[config.mk]
export PLATFORM = sky130hd
export DESIGN_NAME = abd_top
export DESIGN_NICKNAME = d
export VERILOG_FILES = /design/src/abd_sync.v /design/src/abd_top.v
export VERILOG_INCLUDE_DIRS = /design/src /design/src/include
export SDC_FILE = /design/constraint.sdc
export NUM_CORES = 1
export LEC_CHECK = 0
export CORE_ASPECT_RATIO = 0.8
export CORE_MARGIN = 10
export CORE_UTILIZATION = 50
export CTS_CLUSTER_DIAMETER = 150
export DETAILED_ROUTE_END_ITERATION = 8
export DONT_BUFFER_PORTS = 1
export MAX_ROUTING_LAYER = met4
export PLACE_DENSITY_LB_ADDON = 0.1
export SYNTH_ARGS = -nofsm -noshare
export SYNTH_HDL_FRONTEND = slang
export SYNTH_SLANG_ARGS = --single-unit
[constraint.sdc]
create_clock -name CLK_SYS -period 3.1 [get_ports CLK_SYS]
set_clock_uncertainty 0.1 [all_clocks]
set_input_delay 0.62 -clock CLK_SYS [delete_from_list [all_inputs] [get_ports CLK_SYS]]
set_output_delay 0.62 -clock CLK_SYS [all_outputs]
set_load 0.1 [all_outputs]
[src/include/abd_defs.vh]
// abd_defs.vh: register map, field positions and counts for the autobaud block
// assumes inclusion by bare name from src/ modules
`ifndef ABD_DEFS_VH
`define ABD_DEFS_VH
// register byte offsets
`define ABD_OFF_CTRL      4'h0
`define ABD_OFF_DIV_LO    4'h4
`define ABD_OFF_DIV_HI    4'h8
`define ABD_OFF_RXDATA    4'hC
`define ABD_ADDR_W        4
// control / status bit positions
`define ABD_CTRL_ENABLE   0
`define ABD_CTRL_WAKE     1
`define ABD_CTRL_WIDE     2
`define ABD_CTRL_HSPD     3
`define ABD_CTRL_OVF      4
`define ABD_CTRL_IDLE     5
`define ABD_CTRL_RXIF     6
`define ABD_CTRL_IRQ_EN   7
`define ABD_CTRL_WMASK    8'h9F
// prescaler terminal counts (ticks of CLK_SYS), then rise, counter and response constants
`define ABD_DIV512        9'h1FF
`define ABD_DIV128        9'h07F
`define ABD_DIV32         9'h01F
`define ABD_RISE_LAST     3'h5
`define ABD_CNT_START     16'h0001
`define ABD_CNT_MAX       16'hFFFF
`define ABD_RESP_OKAY     2'h0
`define ABD_RESP_SLVERR   2'h2
`endif

[src/abd_sync.v]
// abd_sync.v: two-flop synchroniser with rise/fall detect on the second stage
// assumes the input is a level idling high
`timescale 1ns/100ps
module abd_sync (
  // clock and reset
  input  wire clk,
  input  wire arst_n,
  // line
  input  wire din,
  output reg  dout,
  output wire rise,
  output wire fall
);
  reg meta_q;
  reg last_q;
  always @(posedge clk or negedge arst_n) begin
    if (!arst_n) begin
      meta_q <= 1'b1;
      dout   <= 1'b1;
      last_q <= 1'b1;
    end else begin
      meta_q <= din;
      dout   <= meta_q;
      last_q <= dout;
    end
  end
  // edges only from the second stage on
  assign rise = dout & ~last_q;
  assign fall = ~dout & last_q;
endmodule

[src/abd_top.v]
// abd_top.v: autobaud measurement of a 0x55 sync character behind AXI4-Lite
// assumes RXD idles high and one clock CLK_SYS; registers one word each
// Operation
// - setting autobaud enable makes the receiver time the 0x55 sync character
// - receive machine idles and delivers nothing while calibration runs
// - counting starts at first rising edge after the start bit
// - counting stops at fifth rising edge, the stop-bit edge
// - on completion keep count, clear enable, set receive interrupt flag
// - software reads receive data to clear the flag and discards the value
// - both divisor bytes form one 16-bit counter during calibration
// - counter clocked at one eighth of the divider base clock
// - clock select: /512, /128 with one bit set, /32 with both
// - counter starts at one; software subtracts one afterwards
// - with wake-on-break set, calibrate the character after the break
// - counter overflow sets overflow and interrupt flags, keeps counting
// - receive idle reads zero during calibration, one at fifth edge
//
// Decided for this implementation: the AXI4-Lite slave port and the register addresses.
`timescale 1ns/100ps
`include "abd_defs.vh"
module abd_top (
  // clock and reset
  input  wire        CLK_SYS,
  input  wire        ARST_N,
  // serial line
  input  wire        RXD,
  // interrupt
  output wire        IRQ,
  // axi4-lite write address
  input  wire [3:0]  S_AXI_AWADDR,
  input  wire        S_AXI_AWVALID,
  output wire        S_AXI_AWREADY,
  // axi4-lite write data
  input  wire [31:0] S_AXI_WDATA,
  input  wire [3:0]  S_AXI_WSTRB,
  input  wire        S_AXI_WVALID,
  output wire        S_AXI_WREADY,
  // axi4-lite write response
  output reg  [1:0]  S_AXI_BRESP,
  output reg         S_AXI_BVALID,
  input  wire        S_AXI_BREADY,
  // axi4-lite read address
  input  wire [3:0]  S_AXI_ARADDR,
  input  wire        S_AXI_ARVALID,
  output wire        S_AXI_ARREADY,
  // axi4-lite read data
  output reg  [31:0] S_AXI_RDATA,
  output reg  [1:0]  S_AXI_RRESP,
  output reg         S_AXI_RVALID,
  input  wire        S_AXI_RREADY
);
  localparam ST_IDLE  = 2'b00;
  localparam ST_BREAK = 2'b01;
  localparam ST_START = 2'b10;
  localparam ST_COUNT = 2'b11;

  // line conditioning
  wire rx_s;
  wire rx_rise;
  wire rx_fall;
  abd_sync u_sync (
    .clk    (CLK_SYS),
    .arst_n (ARST_N),
    .din    (RXD),
    .dout   (rx_s),
    .rise   (rx_rise),
    .fall   (rx_fall)
  );

  // register state
  reg        enable_q;
  reg        wake_q;
  reg        wide_q;
  reg        hspd_q;
  reg        ovf_q;
  reg        idle_q;
  reg        rxif_q;
  reg        irq_en_q;
  reg [15:0] div_q;
  reg [7:0]  rxdata_q;
  reg [1:0]  state_q;
  reg [2:0]  rises_q;
  reg [8:0]  pre_q;

  // bus handshake state
  reg        aw_hold_q;
  reg        w_hold_q;
  reg [3:0]  awaddr_q;
  reg [31:0] wdata_q;
  reg [3:0]  wstrb_q;

  assign S_AXI_AWREADY = ~aw_hold_q & ~S_AXI_BVALID;
  assign S_AXI_WREADY  = ~w_hold_q & ~S_AXI_BVALID;
  assign S_AXI_ARREADY = ~S_AXI_RVALID;

  wire aw_hs = S_AXI_AWVALID & S_AXI_AWREADY;
  wire w_hs  = S_AXI_WVALID & S_AXI_WREADY;
  wire ar_hs = S_AXI_ARVALID & S_AXI_ARREADY;
  wire aw_have = aw_hold_q | aw_hs;
  wire w_have  = w_hold_q | w_hs;
  wire wr_go   = aw_have & w_have;
  wire [3:0]  wr_addr = aw_hold_q ? awaddr_q : S_AXI_AWADDR;
  wire [31:0] wr_data = w_hold_q ? wdata_q : S_AXI_WDATA;
  wire [3:0]  wr_strb = w_hold_q ? wstrb_q : S_AXI_WSTRB;
  wire wr_ok   = (wr_addr == `ABD_OFF_CTRL) | (wr_addr == `ABD_OFF_DIV_LO) |
                 (wr_addr == `ABD_OFF_DIV_HI) | (wr_addr == `ABD_OFF_RXDATA);
  wire wr_ctrl = wr_go & wr_strb[0] & (wr_addr == `ABD_OFF_CTRL);
  wire wr_lo   = wr_go & wr_strb[0] & (wr_addr == `ABD_OFF_DIV_LO);
  wire wr_hi   = wr_go & wr_strb[0] & (wr_addr == `ABD_OFF_DIV_HI);
  wire rd_data = ar_hs & (S_AXI_ARADDR == `ABD_OFF_RXDATA);

  // prescaler: one enable pulse per calibration clock period
  reg [8:0] pre_term;
  always @* begin
    case ({wide_q, hspd_q})
      2'b00:   pre_term = `ABD_DIV512;
      2'b11:   pre_term = `ABD_DIV32;
      default: pre_term = `ABD_DIV128;
    endcase
  end
  wire cal_tick = (pre_q == pre_term);

  // measurement events
  wire counting  = enable_q & (state_q == ST_COUNT);
  wire last_rise = counting & rx_rise & (rises_q == `ABD_RISE_LAST - 3'h1);
  wire cnt_wrap  = counting & cal_tick & (div_q == `ABD_CNT_MAX) & ~last_rise;
  wire done      = last_rise;

  always @(posedge CLK_SYS or negedge ARST_N) begin
    if (!ARST_N) begin
      state_q <= ST_IDLE;
      rises_q <= 3'h0;
      pre_q   <= 9'h000;
    end else begin
      if (counting && !cal_tick)
        pre_q <= pre_q + 9'h001;
      else
        pre_q <= 9'h000;
      case (state_q)
        ST_IDLE: begin
          if (enable_q)
            state_q <= wake_q ? ST_BREAK : ST_START;
        end
        ST_BREAK: begin
          // break ends on its rising edge; the sync that follows is measured
          if (!enable_q)
            state_q <= ST_IDLE;
          else if (rx_rise)
            state_q <= ST_START;
        end
        ST_START: begin
          if (!enable_q)
            state_q <= ST_IDLE;
          else if (rx_fall)
            rises_q <= 3'h0;
          else if (rx_rise && !rx_s) begin
            rises_q <= 3'h0;
          end else if (rx_rise) begin
            state_q <= ST_COUNT;
            rises_q <= 3'h1;
          end
        end
        ST_COUNT: begin
          if (!enable_q || done)
            state_q <= ST_IDLE;
          else if (rx_rise)
            rises_q <= rises_q + 3'h1;
        end
        default: state_q <= ST_IDLE;
      endcase
    end
  end

  // control, divisor and flags
  always @(posedge CLK_SYS or negedge ARST_N) begin
    if (!ARST_N) begin
      enable_q <= 1'b0;
      wake_q   <= 1'b0;
      wide_q   <= 1'b0;
      hspd_q   <= 1'b0;
      ovf_q    <= 1'b0;
      idle_q   <= 1'b1;
      rxif_q   <= 1'b0;
      irq_en_q <= 1'b0;
      div_q    <= 16'h0000;
      rxdata_q <= 8'h00;
    end else begin
      if (wr_ctrl) begin
        wake_q   <= wr_data[`ABD_CTRL_WAKE];
        wide_q   <= wr_data[`ABD_CTRL_WIDE];
        hspd_q   <= wr_data[`ABD_CTRL_HSPD];
        irq_en_q <= wr_data[`ABD_CTRL_IRQ_EN];
      end
      // hardware clear on completion wins over a software write
      if (done)
        enable_q <= 1'b0;
      else if (wr_ctrl)
        enable_q <= wr_data[`ABD_CTRL_ENABLE];
      // overflow: set wins over software write-one clear
      if (cnt_wrap)
        ovf_q <= 1'b1;
      else if (wr_ctrl && wr_data[`ABD_CTRL_OVF])
        ovf_q <= 1'b0;
      if (done)
        idle_q <= 1'b1;
      else if (enable_q)
        idle_q <= 1'b0;
      // flag set wins over the data read that clears it
      if (done || cnt_wrap)
        rxif_q <= 1'b1;
      else if (rd_data)
        rxif_q <= 1'b0;
      // counter: reload to one on start, full 16 bits always
      if (state_q == ST_START && rx_rise && rx_s && enable_q)
        div_q <= `ABD_CNT_START;
      else if (counting && cal_tick && !last_rise)
        div_q <= div_q + 16'h0001;
      else if (!enable_q && wr_lo)
        div_q[7:0] <= wr_data[7:0];
      else if (!enable_q && wr_hi)
        div_q[15:8] <= wr_data[7:0];
      // no characters assembled while calibrating; read data stays zero
      if (enable_q)
        rxdata_q <= 8'h00;
    end
  end

  assign IRQ = rxif_q & irq_en_q;

  // axi write channel
  always @(posedge CLK_SYS or negedge ARST_N) begin
    if (!ARST_N) begin
      aw_hold_q    <= 1'b0;
      w_hold_q     <= 1'b0;
      awaddr_q     <= 4'h0;
      wdata_q      <= 32'h0000_0000;
      wstrb_q      <= 4'h0;
      S_AXI_BVALID <= 1'b0;
      S_AXI_BRESP  <= `ABD_RESP_OKAY;
    end else begin
      if (wr_go) begin
        aw_hold_q    <= 1'b0;
        w_hold_q     <= 1'b0;
        S_AXI_BVALID <= 1'b1;
        S_AXI_BRESP  <= wr_ok ? `ABD_RESP_OKAY : `ABD_RESP_SLVERR;
      end else begin
        if (aw_hs) begin
          aw_hold_q <= 1'b1;
          awaddr_q  <= S_AXI_AWADDR;
        end
        if (w_hs) begin
          w_hold_q <= 1'b1;
          wdata_q  <= S_AXI_WDATA;
          wstrb_q  <= S_AXI_WSTRB;
        end
        if (S_AXI_BVALID && S_AXI_BREADY)
          S_AXI_BVALID <= 1'b0;
      end
    end
  end

  // axi read channel
  always @(posedge CLK_SYS or negedge ARST_N) begin
    if (!ARST_N) begin
      S_AXI_RVALID <= 1'b0;
      S_AXI_RDATA  <= 32'h0000_0000;
      S_AXI_RRESP  <= `ABD_RESP_OKAY;
    end else if (ar_hs) begin
      S_AXI_RVALID <= 1'b1;
      S_AXI_RRESP  <= `ABD_RESP_OKAY;
      case (S_AXI_ARADDR)
        `ABD_OFF_CTRL:   S_AXI_RDATA <= {24'h000000, irq_en_q, rxif_q, idle_q, ovf_q,
                                         hspd_q, wide_q, wake_q, enable_q};
        `ABD_OFF_DIV_LO: S_AXI_RDATA <= {24'h000000, div_q[7:0]};
        `ABD_OFF_DIV_HI: S_AXI_RDATA <= {24'h000000, div_q[15:8]};
        `ABD_OFF_RXDATA: S_AXI_RDATA <= {24'h000000, rxdata_q};
        default: begin
          S_AXI_RDATA <= 32'h0000_0000;
          S_AXI_RRESP <= `ABD_RESP_SLVERR;
        end
      endcase
    end else if (S_AXI_RREADY) begin
      S_AXI_RVALID <= 1'b0;
    end
  end
endmodule
After elaboration in Yosys (flattened, before gate mapping)
Index checks and enable logic that the tools add are counted.
- add/sub/neg operators: 3
- equality and inequality tests: 24
- mux-type cells: 46
- bitwise operators: 33
- reduce and logical (&&, ||, !) cells: 38
- operator list (cell ; number):
    16-bit 2-to-1 mux ; 2
    8-bit 2-to-1 mux ; 4
    8-bit case mux with 3 select lines ; 1
    2-bit 2-to-1 mux ; 11
    1-bit bitwise AND ; 20
    3-bit 2-to-1 mux ; 6
    9-bit case mux with 2 select lines ; 1
    2-bit nonzero test ; 9
    1-bit 2-to-1 mux ; 17
    16-bit by 1-bit adder with 16-bit output (second input constant) ; 1
    16-bit == test (second input constant) ; 1
    4-bit == test (second input constant) ; 4
    3-bit inequality test (second input constant) ; 5
    1-bit logical AND ; 11
    9-bit by 1-bit adder with 9-bit output (second input constant) ; 1
    9-bit == test ; 1
    9-bit 2-to-1 mux ; 1
    4-bit by 3-bit == test with 1-bit output (second input constant) ; 2
    4-bit logical NOT ; 2
    2-bit inequality test (second input constant) ; 4
    1-bit inverter ; 8
    2-bit case mux with 4 select lines ; 1
    2-bit == test (second input constant) ; 3
    3-bit case mux with 2 select lines ; 1
    other kinds (15) ; 27
- register bits: 94
- input port bits: 52
- output and inout port bits: 42
- word-level logic and storage cells: 170

Logic depth before layout (Yosys ltp)
Gate-level depths: netlist (run 1).
- depth in word-level cells: 12
- gate-level depth with buffers: 9
- gate-level depth less buffers: 7

Hierarchy
Synthesis (run 1) repeated with hierarchy kept, for this count alone.
- cell total of the unflattened synthesis: 410
- area total of the unflattened synthesis: 3947.5 um^2
- modules (own cells, without submodules) (module ; instances ; cells each ; area an instance (um^2) ; sequential area each (um^2)):
    abd_top ; 1 ; 405 ; 3853.7 ; 1627.8
    abd_sync ; 1 ; 5 ; 93.8 ; 78.8

Worst setup path before layout (run 1)
OpenSTA, ideal clock, no wires.
- path type: flip-flop to output port
- start point: register S_AXI_BVALID
- end point: output S_AXI_AWREADY
- data arrival time: 2.216 ns
- data required time: 2.380 ns
- setup slack: 0.164 ns
- cell stages (with the launch flop): 2
- buffers on the path: 0
- cells stage by stage: dfrtp_1 -> nor2_1
- word-level cells in the longest chain between the ends: 2
- RTL lines (item ; RTL line ; source):
    from (decl) ; abd_top.v:40 ; output reg S_AXI_BVALID,
    from (signal assigned) ; abd_top.v:238 ; S_AXI_BVALID <= 1'b0;
    from (signal assigned) ; abd_top.v:244 ; S_AXI_BVALID <= 1'b1;
    from (signal assigned) ; abd_top.v:257 ; S_AXI_BVALID <= 1'b0;
    1-bit inverter ; abd_top.v:92 ; assign S_AXI_AWREADY = ~aw_hold_q & ~S_AXI_BVALID;
    1-bit bitwise AND ; abd_top.v:92 ;
    to (decl) ; abd_top.v:32 ; output wire S_AXI_AWREADY,
Every way passes these cells.

Final worst setup path (run 1)
- start point: register pre_q[0]
- end point: register div_q[11]
- word-level cells in the longest chain between the ends: 5
- elaborated cells between the ends (all ways): 8
- those cells by class: 2 x eq/ne; 2 x mux; 4 x reduce/logical
- RTL lines (item ; RTL line ; source):
    from (decl) ; abd_top.v:83 ; reg [8:0] pre_q;
    from (signal assigned) ; abd_top.v:136 ; pre_q <= pre_q + 9'h001;
    9-bit == test (*) ; abd_top.v:121 ; wire cal_tick = (pre_q == pre_term);
    1-bit logical AND (*) (2 in a row) ; abd_top.v:216 ; else if (counting && cal_tick && !last_rise)
    3-bit inequality test (no source line), or another cell as far along ; -- ;
    2-bit AND reduction (no source line) / 16-bit 2-to-1 mux (equally long branches) ; -- ;
    to (signal assigned) ; abd_top.v:215 ; div_q <= `ABD_CNT_START;
    to (signal assigned) ; abd_top.v:217 ; div_q <= div_q + 16'h0001;
    to (signal assigned) ; abd_top.v:221 ; div_q[15:8] <= wr_data[7:0];
    to (decl) ; abd_top.v:79 ; reg [15:0] div_q;
Every way passes the cells marked *; elsewhere a longest branch is shown, timed or not.
A chain may end at the register's enable or synchronous reset.

==> metrics.cfg, run 1 <==
[clock_tree]
root_buffer=clkbuf_8
cts_tree=built
cts_inserted_buffers=9
clock_latency_ns=0.35
clk_pin_slew_ns=0.08
post_cts_resized=0
clockBufferDepth=2
h-tree-depth=3
cts.sinks=68

[power]
p_comb_share_pct=38.8
p_sw_mw=1.78
power_per_cell_area_nw_per_um2=872
p_int_mw=2.12
p_leak_nw=1.91
max-vdd-ir-drop_mv=0.488
p_clk_share_pct=19.4
pwr-share-seq_pct=41.7
sw_frac_of_total_pct=45.6

[yosys]
yosys.area.top_type=dfrtp_1
synthesis.area_per_instance_um2=9.52
synth_top_area_share_pct=38.3
synthFlopType=dfrtp_1
ys_async_sr_fraction_pct=100
ys_warn_count=0
yosys-top-cells-area=dfrtp_1, mux2_2, mux2i_1
synth_edf_count=0
syn-cell-area_um2=4180
synth_seq_area_share_pct=40.9
synth_cell_types=63
ys_ff_latch=68
synth_cells=439

[grt]
overflow=0
antenna_found_initial=0
grt_pass1_vias=3249
track_usage_pct=18.1
grt_max_degree=65
grt_pass1_wl_um=17400

[critical_path]
slowest_stage=a2111oi_0
critical_path.cell_chain=ha_1, and4_1, nand2_1, a2111oi_0, mux2i_1, nand2_1
rr_worst_depth=6
critPathKind=reg2reg
crit_top_cell=nand2_1
crit_arrival_ns=2.66
path_max_fanout=10
crit-reg2reg-launch=pre_q[0]
crit_family=simple AND/OR/NAND/NOR gates
worst_setup_path_end_kind=flip-flop
timing.rr.end=div_q[11]
endpoint=div_q[11]
crit_buf_inv=0
r2r_slack_ns=0.58
worstSetupStartpoint=pre_q[0]
cp.depth=6
crit_required_ns=3.24
worstSetupStartpointType=flip-flop
slowest_delay_ns=0.62

[timing]
tightestPinTransition_ns=0.928
setup_viol=0
fin_crit_sh_pct=81.2
period_needed_ns=2.52
setup_tns_ns=0
rsz0062_at_grt=no
relSlewSlack_pct=38.1
slew_viol_final=0
hold_violations=0
fmax_ghz=0.397

[die]
dieArea_um2=12400
core_um2=8020
rows=29
die_x_um=122
start_util_pct=52.1
dieHeight_um=102
ios=94

[route]
vias=3321
drt_iter0_markers=299
wl_per_cell_um=19.1
routed_wl_um=10700
post-route-drc-count=0
antenna_left=0
drt_first_pass_iters=4
vias_per_cell=5.93

[hold_path]
hp-class=in2async

[final_layout]
antenna_cells=0
num-fill-cells=758
finalCoreUtilization_pct=55.7
drive_above_1_share_pct=14.2
nets=505
synthToLayoutAreaGrowth_pct=7.01

[placed_design]
dp_hpwl_um=7780
gp_congestion=0.891
numPortBuffers=0

[flow_run]
cap_violations=0

[run_status]
status=completed

routing by layer:
layer,track usage (%),routed length (um),up-vias
met5,-,0,-
met4,5.61,143,0
met3,4.89,1030,16
met2,26.0,4510,139
met1,24.2,5020,1596
li1,-,-,1570
power by group through the flow:
| stage | clock [mW] | sequential (mW) | combinational, mW |
|---|---|---|---|
| global route | 0.823 | 1.67 | 1.65 |
| finish | 0.757 | 1.63 | 1.52 |
| detailed placement | 0 | 1.64 | 1.48 |
| CTS | 0.778 | 1.62 | 1.51 |
| global placement | 0 | 1.62 | 1.44 |
| floorplan | 0 | 1.57 | 1.20 |
worst min path at each step:
stage          startpoint  slack (ns)  cells past startpoint        endpoint
5_1_grt            ARST_N        0.05                      1     awaddr_q[2]
2_1_floorplan      ARST_N        0.22                      0  S_AXI_BRESP[1]
6_report           ARST_N        0.03                      1     awaddr_q[1]
4_1_cts            ARST_N        0.04                      1     awaddr_q[2]
3_5_place_dp       ARST_N        0.23                      0     awaddr_q[1]
3_3_place_gp       ARST_N        0.23                      0     awaddr_q[1]
stage by stage:
stage	instances	setup WS, ns	power (mW)	hold WS, ns	instance area (um2)
detailed placement	542	0.528	3.11	0.227	4230
global route	560	0.330	4.14	0.0465	4470
floorplan	464	0.164	2.77	0.224	4270
CTS	560	0.590	3.90	0.0431	4470
finish	560	0.581	3.90	0.0325	4470
global placement	542	0.659	3.06	0.227	4230
registers in the layout, indices dropped and copies added (netlist names), 2 cells and up:
register,flops
div_q,16
pre_q,9
S_AXI_RDATA,8
wdata_q,8
awaddr_q,4
rises_q,3
state_q,2
Yosys cell counts, drive strengths merged (6+ instances only):
master	count
mux2i	23
nand3	20
ha	6
nand2	43
a22oi	6
nor3	6
a211oi	8
and3	10
buf	34
nor2	24
a22o	10
inv	15
mux2	23
nand4	6
nor2b	6
a21oi	10
clkbuf	11
dfrtp	64
o21ai	26
cells in the final DEF (no fill, tap or decap), drive strengths merged, types with 3 or more instances in the layout:
| cell | netlist | final |
|---|---|---|
| o21ai | 26 | 26 |
| inv | 15 | 15 |
| dfstp | 4 | 4 |
| xor2 | 5 | 5 |
| o22ai | 3 | 3 |
| conb | 1 | 26 |
| o311a | 5 | 5 |
| or3 | 5 | 5 |
| nor2 | 24 | 24 |
| and3 | 10 | 10 |
| a22o | 10 | 10 |
| mux2 | 23 | 23 |
| nand2b | 5 | 5 |
| a21oi | 10 | 10 |
| nand3 | 20 | 20 |
| nor3 | 6 | 6 |
| nor2b | 6 | 6 |
| nor3b | 5 | 5 |
| nand3b | 5 | 5 |
| nand4 | 6 | 6 |
| buf | 34 | 16 |
| and2 | 5 | 5 |
| a22oi | 6 | 6 |
| mux2i | 23 | 23 |
| a2111oi | 3 | 3 |
| o31ai | 3 | 3 |
| and4 | 3 | 3 |
| nand2 | 43 | 43 |
| or3b | 3 | 3 |
| dfrtp | 64 | 64 |
| a211oi | 8 | 8 |
| clkbuf | 11 | 12 |
| nor4 | 5 | 5 |
| ha | 6 | 6 |
area by class of cell:
type	instances	area, um2	share of cell area [%]
Tap cell	108	135	3.02
Clock buffer	12	155	3.47
Timing Repair Buffer	17	150	3.36
Sequential cell	68	1710	38.2
Clock inverter	4	47.5	1.06
Inverter	15	56.3	1.26
Multi-Input combinational cell	336	2220	49.7
kinds of logic (layout without fill, tap and decap cells):
kind of cell	Yosys count	count (layout)	share of synthesized area, %
muxes	46	46	11.7
other	1	26	0.0898
adders and majority gates	6	6	1.80
DFF	68	68	40.9
and+or+nand+nor	159	159	20.4
xor gates and xnor gates	7	7	1.47
AOI/OAI and AO/OA	92	92	15.3
buffers and inverters	60	48	8.39
timing repair:
action	in CTS	in global routing
endpoints found under the hold margin	64	0
setup buffers	0	0
hold buffers	2	0
No activity file was read; power rests on OpenSTA's default activity.
==> run 2, diff against run 1 <==
==> constraint.sdc (replaced) <==
create_clock -name CLK_SYS -period 2.3 [get_ports CLK_SYS]
set_clock_uncertainty 0.1 [all_clocks]
set_input_delay 0.46 -clock CLK_SYS [delete_from_list [all_inputs] [get_ports CLK_SYS]]
set_output_delay 0.46 -clock CLK_SYS [all_outputs]
set_load 0.1 [all_outputs]
==> run 2 against run 1 <==
Against the previous run:
- maximum frequency is 18% higher
- clock power is 33% higher
- cell area is 5.3% higher
- critical path depth stayed put
- sequential power is 20% higher
- cell count is 5.2% higher
- die area stayed put
==> metrics.cfg, run 2 (synthesis gave the netlist of run 1 again) <==
[run_status]
status=completed

[grt]
track_usage_pct=18.3
antenna_found_initial=0
grt_pass1_wl_um=17700
grt_max_degree=69
overflow=0
grt_pass1_vias=3357

[critical_path]
path_max_fanout=6
cp.depth=6
slowest_delay_ns=0.39
worstSetupStartpoint=pre_q[0]
crit_arrival_ns=2.30
worstSetupStartpointType=flip-flop
crit_buf_inv=0
worst_setup_path_end_kind=flip-flop
crit-reg2reg-launch=pre_q[0]
critPathKind=reg2reg
crit_family=simple AND/OR/NAND/NOR gates
critical_path.cell_chain=ha_1, and4_2, and3_1, a21bo_2, or3_1, a31oi_1
rr_worst_depth=6
slowest_stage=dfrtp_1
crit_required_ns=2.46

[final_layout]
final_area_um2=4710
reg.largest.list=div_q x16, pre_q x9
final_cell_mix=dfrtp_1, nand2_1, buf_4
drive_above_1_share_pct=20.2
nets=534
final_common_cell=dfrtp_1
largest_reg_flops=16
max_flop_register=div_q
synthToLayoutAreaGrowth_pct=12.6
num-fill-cells=732
antenna_cells=0

[die]
start_util_pct=52.1
die_x_um=122
dieArea_um2=12400
core_um2=8020
ios=94
dieHeight_um=102
rows=29

[clock_tree]
cts_inserted_buffers=9
clock_latency_ns=0.35
h-tree-depth=3
clk_pin_slew_ns=0.08
cts.sinks=68
root_buffer=clkbuf_8
clockBufferDepth=2
cts_tree=built

[timing]
fin_crit_sh_pct=92.7
rsz0062_at_grt=yes
relSlewSlack_pct=62.4
setup_viol=0
slew_viol_final=0
tightestPinTransition_ns=0.563
fmax_ghz=0.469
period_needed_ns=2.13
hold_violations=0

[route]
drt_iter0_markers=280
antenna_left=0
post-route-drc-count=0
vias=3493
drt_first_pass_iters=5
wl_per_cell_um=18.4
vias_per_cell=5.93
routed_wl_um=10800

[placed_design]
gp_congestion=0.936
numPortBuffers=0
placement.cell_area_um2=4430
dp_hpwl_um=8080

[hold_path]
whs_path_depth=1
min-delay-start=S_AXI_BREADY
hp-class=in2reg

[power]
p_leak_nw=2.06
max-vdd-ir-drop_mv=0.688
power_per_cell_area_nw_per_um2=1140
finalPower_mw=5.38

[flow_run]
cap_violations=0

## run 2: cell types whose count changed in the layout (fill, tap and decap cells not counted), sizes merged
| cell | change |
|---|---|
| buf | +28 |
| clkbuf | -2 |
| clkinv | +1 |
| clkinvlp | +1 |
| dlygate4sd3 | +1 |
## run 2: routing by layer
metal	track usage [%]	share of wire [%]
met5	-	0
met4	4.79	0.90
met3	4.45	9.4
met2	26.5	43
met1	25.1	47
## run 2: area by class of cell
type,count,area (um2),area share [%]
inverter,15,56.3,1.20
clock buffer,10,138,2.92
timing repair buffer,46,370,7.87
tap,108,135,2.87
clock inverter,6,63.8,1.36
sequential,68,1710,36.3
multi-input combinational,336,2230,47.5
## run 2: power by group
| part | leakage, nW | switching, mW | internal [mW] |
|---|---|---|---|
| sequential | 0.848 | 0.391 | 1.57 |
| clock | 0.0983 | 0.480 | 0.528 |
| combinational | 1.11 | 1.57 | 0.832 |
| total | 2.06 | 2.44 | 2.93 |
## run 2: path summary, 6_finish.rpt
path / endpoint / slack (ns)
setup / recovery: div_q[14] / 0.17
hold / removal: S_AXI_BVALID / 0.1
setup reg to reg: div_q[14] / 0.17
hold reg to reg: u_sync.dout / 0.26
max in group asynchronous: u_sync.last_q / 1.22
min in group asynchronous: awaddr_q[2] / 0.56
## run 2: timing repair
| item | CTS | global route |
|---|---|---|
| setup buffers | 0 | 1 |
| hold buffers | 3 | 0 |
| gates resized for setup | 0 | 6 |
| setup endpoints to repair | 0 | 12 |
| hold endpoints to repair | 69 | 0 |
## run 2: stage by stage
stage / TNS, ns / hold WS, ns / instances / setup slack [ns] / util, %
global route: -0.00240 / 0.0990 / 589 / -0.00240 / 58.7
CTS: 0 / 0.0869 / 588 / 0.00818 / 58.4
detailed placement: 0 / 0.0666 / 569 / 0.0343 / 55.3
finish: 0 / 0.0993 / 589 / 0.169 / 58.7
global placement: 0 / 0.0666 / 569 / 0.117 / 55.3
floorplan: 0 / 0.0644 / 464 / 0.0121 / -
==> run 3, diff against run 2 <==
--- a/config.mk
+++ b/config.mk
@@ -13,7 +13,7 @@
 export DETAILED_ROUTE_END_ITERATION = 8
 export DONT_BUFFER_PORTS = 1
 export MAX_ROUTING_LAYER = met4
-export PLACE_DENSITY_LB_ADDON = 0.1
+export PLACE_DENSITY_LB_ADDON = 0.2
 export SYNTH_ARGS = -nofsm -noshare
 export SYNTH_HDL_FRONTEND = slang
 export SYNTH_SLANG_ARGS = --single-unit
==> run 3 against run 2 <==
Against the previous run:
- via count shrank 1.5%
- non-clock buffer count decreased by 3
- cell count decreased by 0.68%
- die area unchanged
- cell area decreased by 0.82%
- clock power is 4% lower
- count of clock-buffer cells in the layout grew 3
- maximum frequency down 2.0%
- sequential power about the same
- setup slack got worse by 0.043 ns
==> metrics.cfg, run 3 (synthesis gave the netlist of run 1 again) <==
[run_status]
status=completed

[critical_path]
slowest_delay_ns=0.39
crit_arrival_ns=2.35
crit_required_ns=2.48
timing.rr.end=div_q[14]
rr_worst_depth=6
worstSetupStartpointType=flip-flop
crit_buf_inv=0
critPathKind=reg2reg
slowest_stage=dfrtp_1
crit_family=simple AND/OR/NAND/NOR gates
crit-reg2reg-launch=pre_q[0]
r2r_slack_ns=0.13
path_max_fanout=8
worstSetupStartpoint=pre_q[0]
critical_path.cell_chain=ha_1, and4_1, and3_1, a21bo_2, or3_1, a31oi_1
worst_setup_path_end_kind=flip-flop

[timing]
timing.hold.ws_ns=0.0931
fmax_ghz=0.460
period_needed_ns=2.17
slew_viol_final=0
setup_viol=0
tightestPinTransition_ns=0.612
hold_violations=0
setup_tns_ns=0
relSlewSlack_pct=59.1
rsz0062_at_grt=no
fin_crit_sh_pct=94.5
fin_ws_ns=0.126

[final_layout]
drive_above_1_share_pct=18.9
final_common_cell=dfrtp_1
max_flop_register=div_q
final_area_um2=4670
nets=531
synthToLayoutAreaGrowth_pct=11.7
largest_reg_flops=16
reg.largest.list=div_q x16, pre_q x9
final_cell_mix=dfrtp_1, nand2_1, buf_4
antenna_cells=0

[die]
core_um2=8020
start_util_pct=52.1
rows=29
die_x_um=122
ios=94
dieHeight_um=102
dieArea_um2=12400

[hold_path]
min-delay-start=S_AXI_BREADY
whs_path_depth=1
hold_path_end=S_AXI_BVALID
hp-class=in2reg

[placed_design]
numPortBuffers=0
pre_cts_ws_ns=0.0893
gp_congestion=0.958
dp_hpwl_um=7810
placement.cell_area_um2=4410

[grt]
grt_pass1_wl_um=16700
grt_use_met1_pct=24.5
grt_pass1_vias=3169
overflow=0
met3_usage_pct=6.34
track_usage_pct=17.5
grt_use_met2_pct=22.8
grt-busiest-layer=met1
antenna_found_initial=0
grt_max_degree=69

[route]
drt_iter0_markers=301
post-route-drc-count=0
antenna_left=0
routed_wl_um=10500
wl_per_cell_um=18.0
vias_per_cell=5.88
drt_first_pass_iters=5
vias=3442

[clock_tree]
cts_tree=built
h-tree-depth=3
clk_pin_slew_ns=0.07
root_buffer=clkbuf_8
cts_inserted_buffers=9
cts.sinks=68
clock_latency_ns=0.36
clockBufferDepth=2

[power]
finalPower_mw=5.31
max-vdd-ir-drop_mv=0.648
power_per_cell_area_nw_per_um2=1140
p_leak_nw=2.03

[flow_run]
cap_violations=0

[run 3: power by group]
part	leakage (nW)	switching, mW	internal, mW
Combinational	1.09	1.55	0.822
Clock	0.0935	0.446	0.524
Sequential	0.848	0.393	1.57
[run 3: cell type report]
| class | instances | area, um2 |
|---|---|---|
| fillers | 698 | 3350 |
| multi-input cells | 336 | 2240 |
| flip-flops and latches | 68 | 1710 |
| repair buffers | 43 | 348 |
| clock buffers | 13 | 149 |
| well taps | 108 | 135 |
| inverters | 15 | 56.3 |
| clock inverters | 2 | 35.0 |
[run 3: how the worst max path moves through the flow]
stage,end,cells past startpoint
5_1_grt,div_q[14],6
3_3_place_gp,div_q[14],5
2_1_floorplan,div_q[14],9
3_5_place_dp,div_q[15],5
6_report,div_q[14],6
4_1_cts,div_q[15],5
[run 3: worst register-to-register path, delay by kind of cell, from the launching register on]
family | cells | cell delay (ns)
AO/OA/AOI/OAI | 2 | 0.47
adder cells (fa/ha/maj) | 1 | 0.22
flip-flops | 1 | 0.39
AND/OR/NAND/NOR | 3 | 0.91
[run 3: through the flow]
stage / utilization, % / std cells
3_5_place_dp: 55.0 / 566
2_1_floorplan: - / 464
4_1_cts: 57.9 / 584
5_1_grt: 58.2 / 585
3_3_place_gp: 55.0 / 566
6_report: 58.2 / 585
[run 3: metal layers]
metal / vias to the layer above / part of all wire, % / routed length, um
met5: - / 0 / 0
met4: 0 / 1.3 / 140
met3: 14 / 12 / 1220
met2: 158 / 40 / 4230
met1: 1651 / 47 / 4910
li1: 1619 / - / -
[run 3: repair_timing]
action / in CTS / in global routing
setup endpoints to repair: 0 / 14
hold buffers: 3 / 0
hold endpoints to repair: 69 / 0
gates resized for setup: 0 / 4
setup buffers: 0 / 1
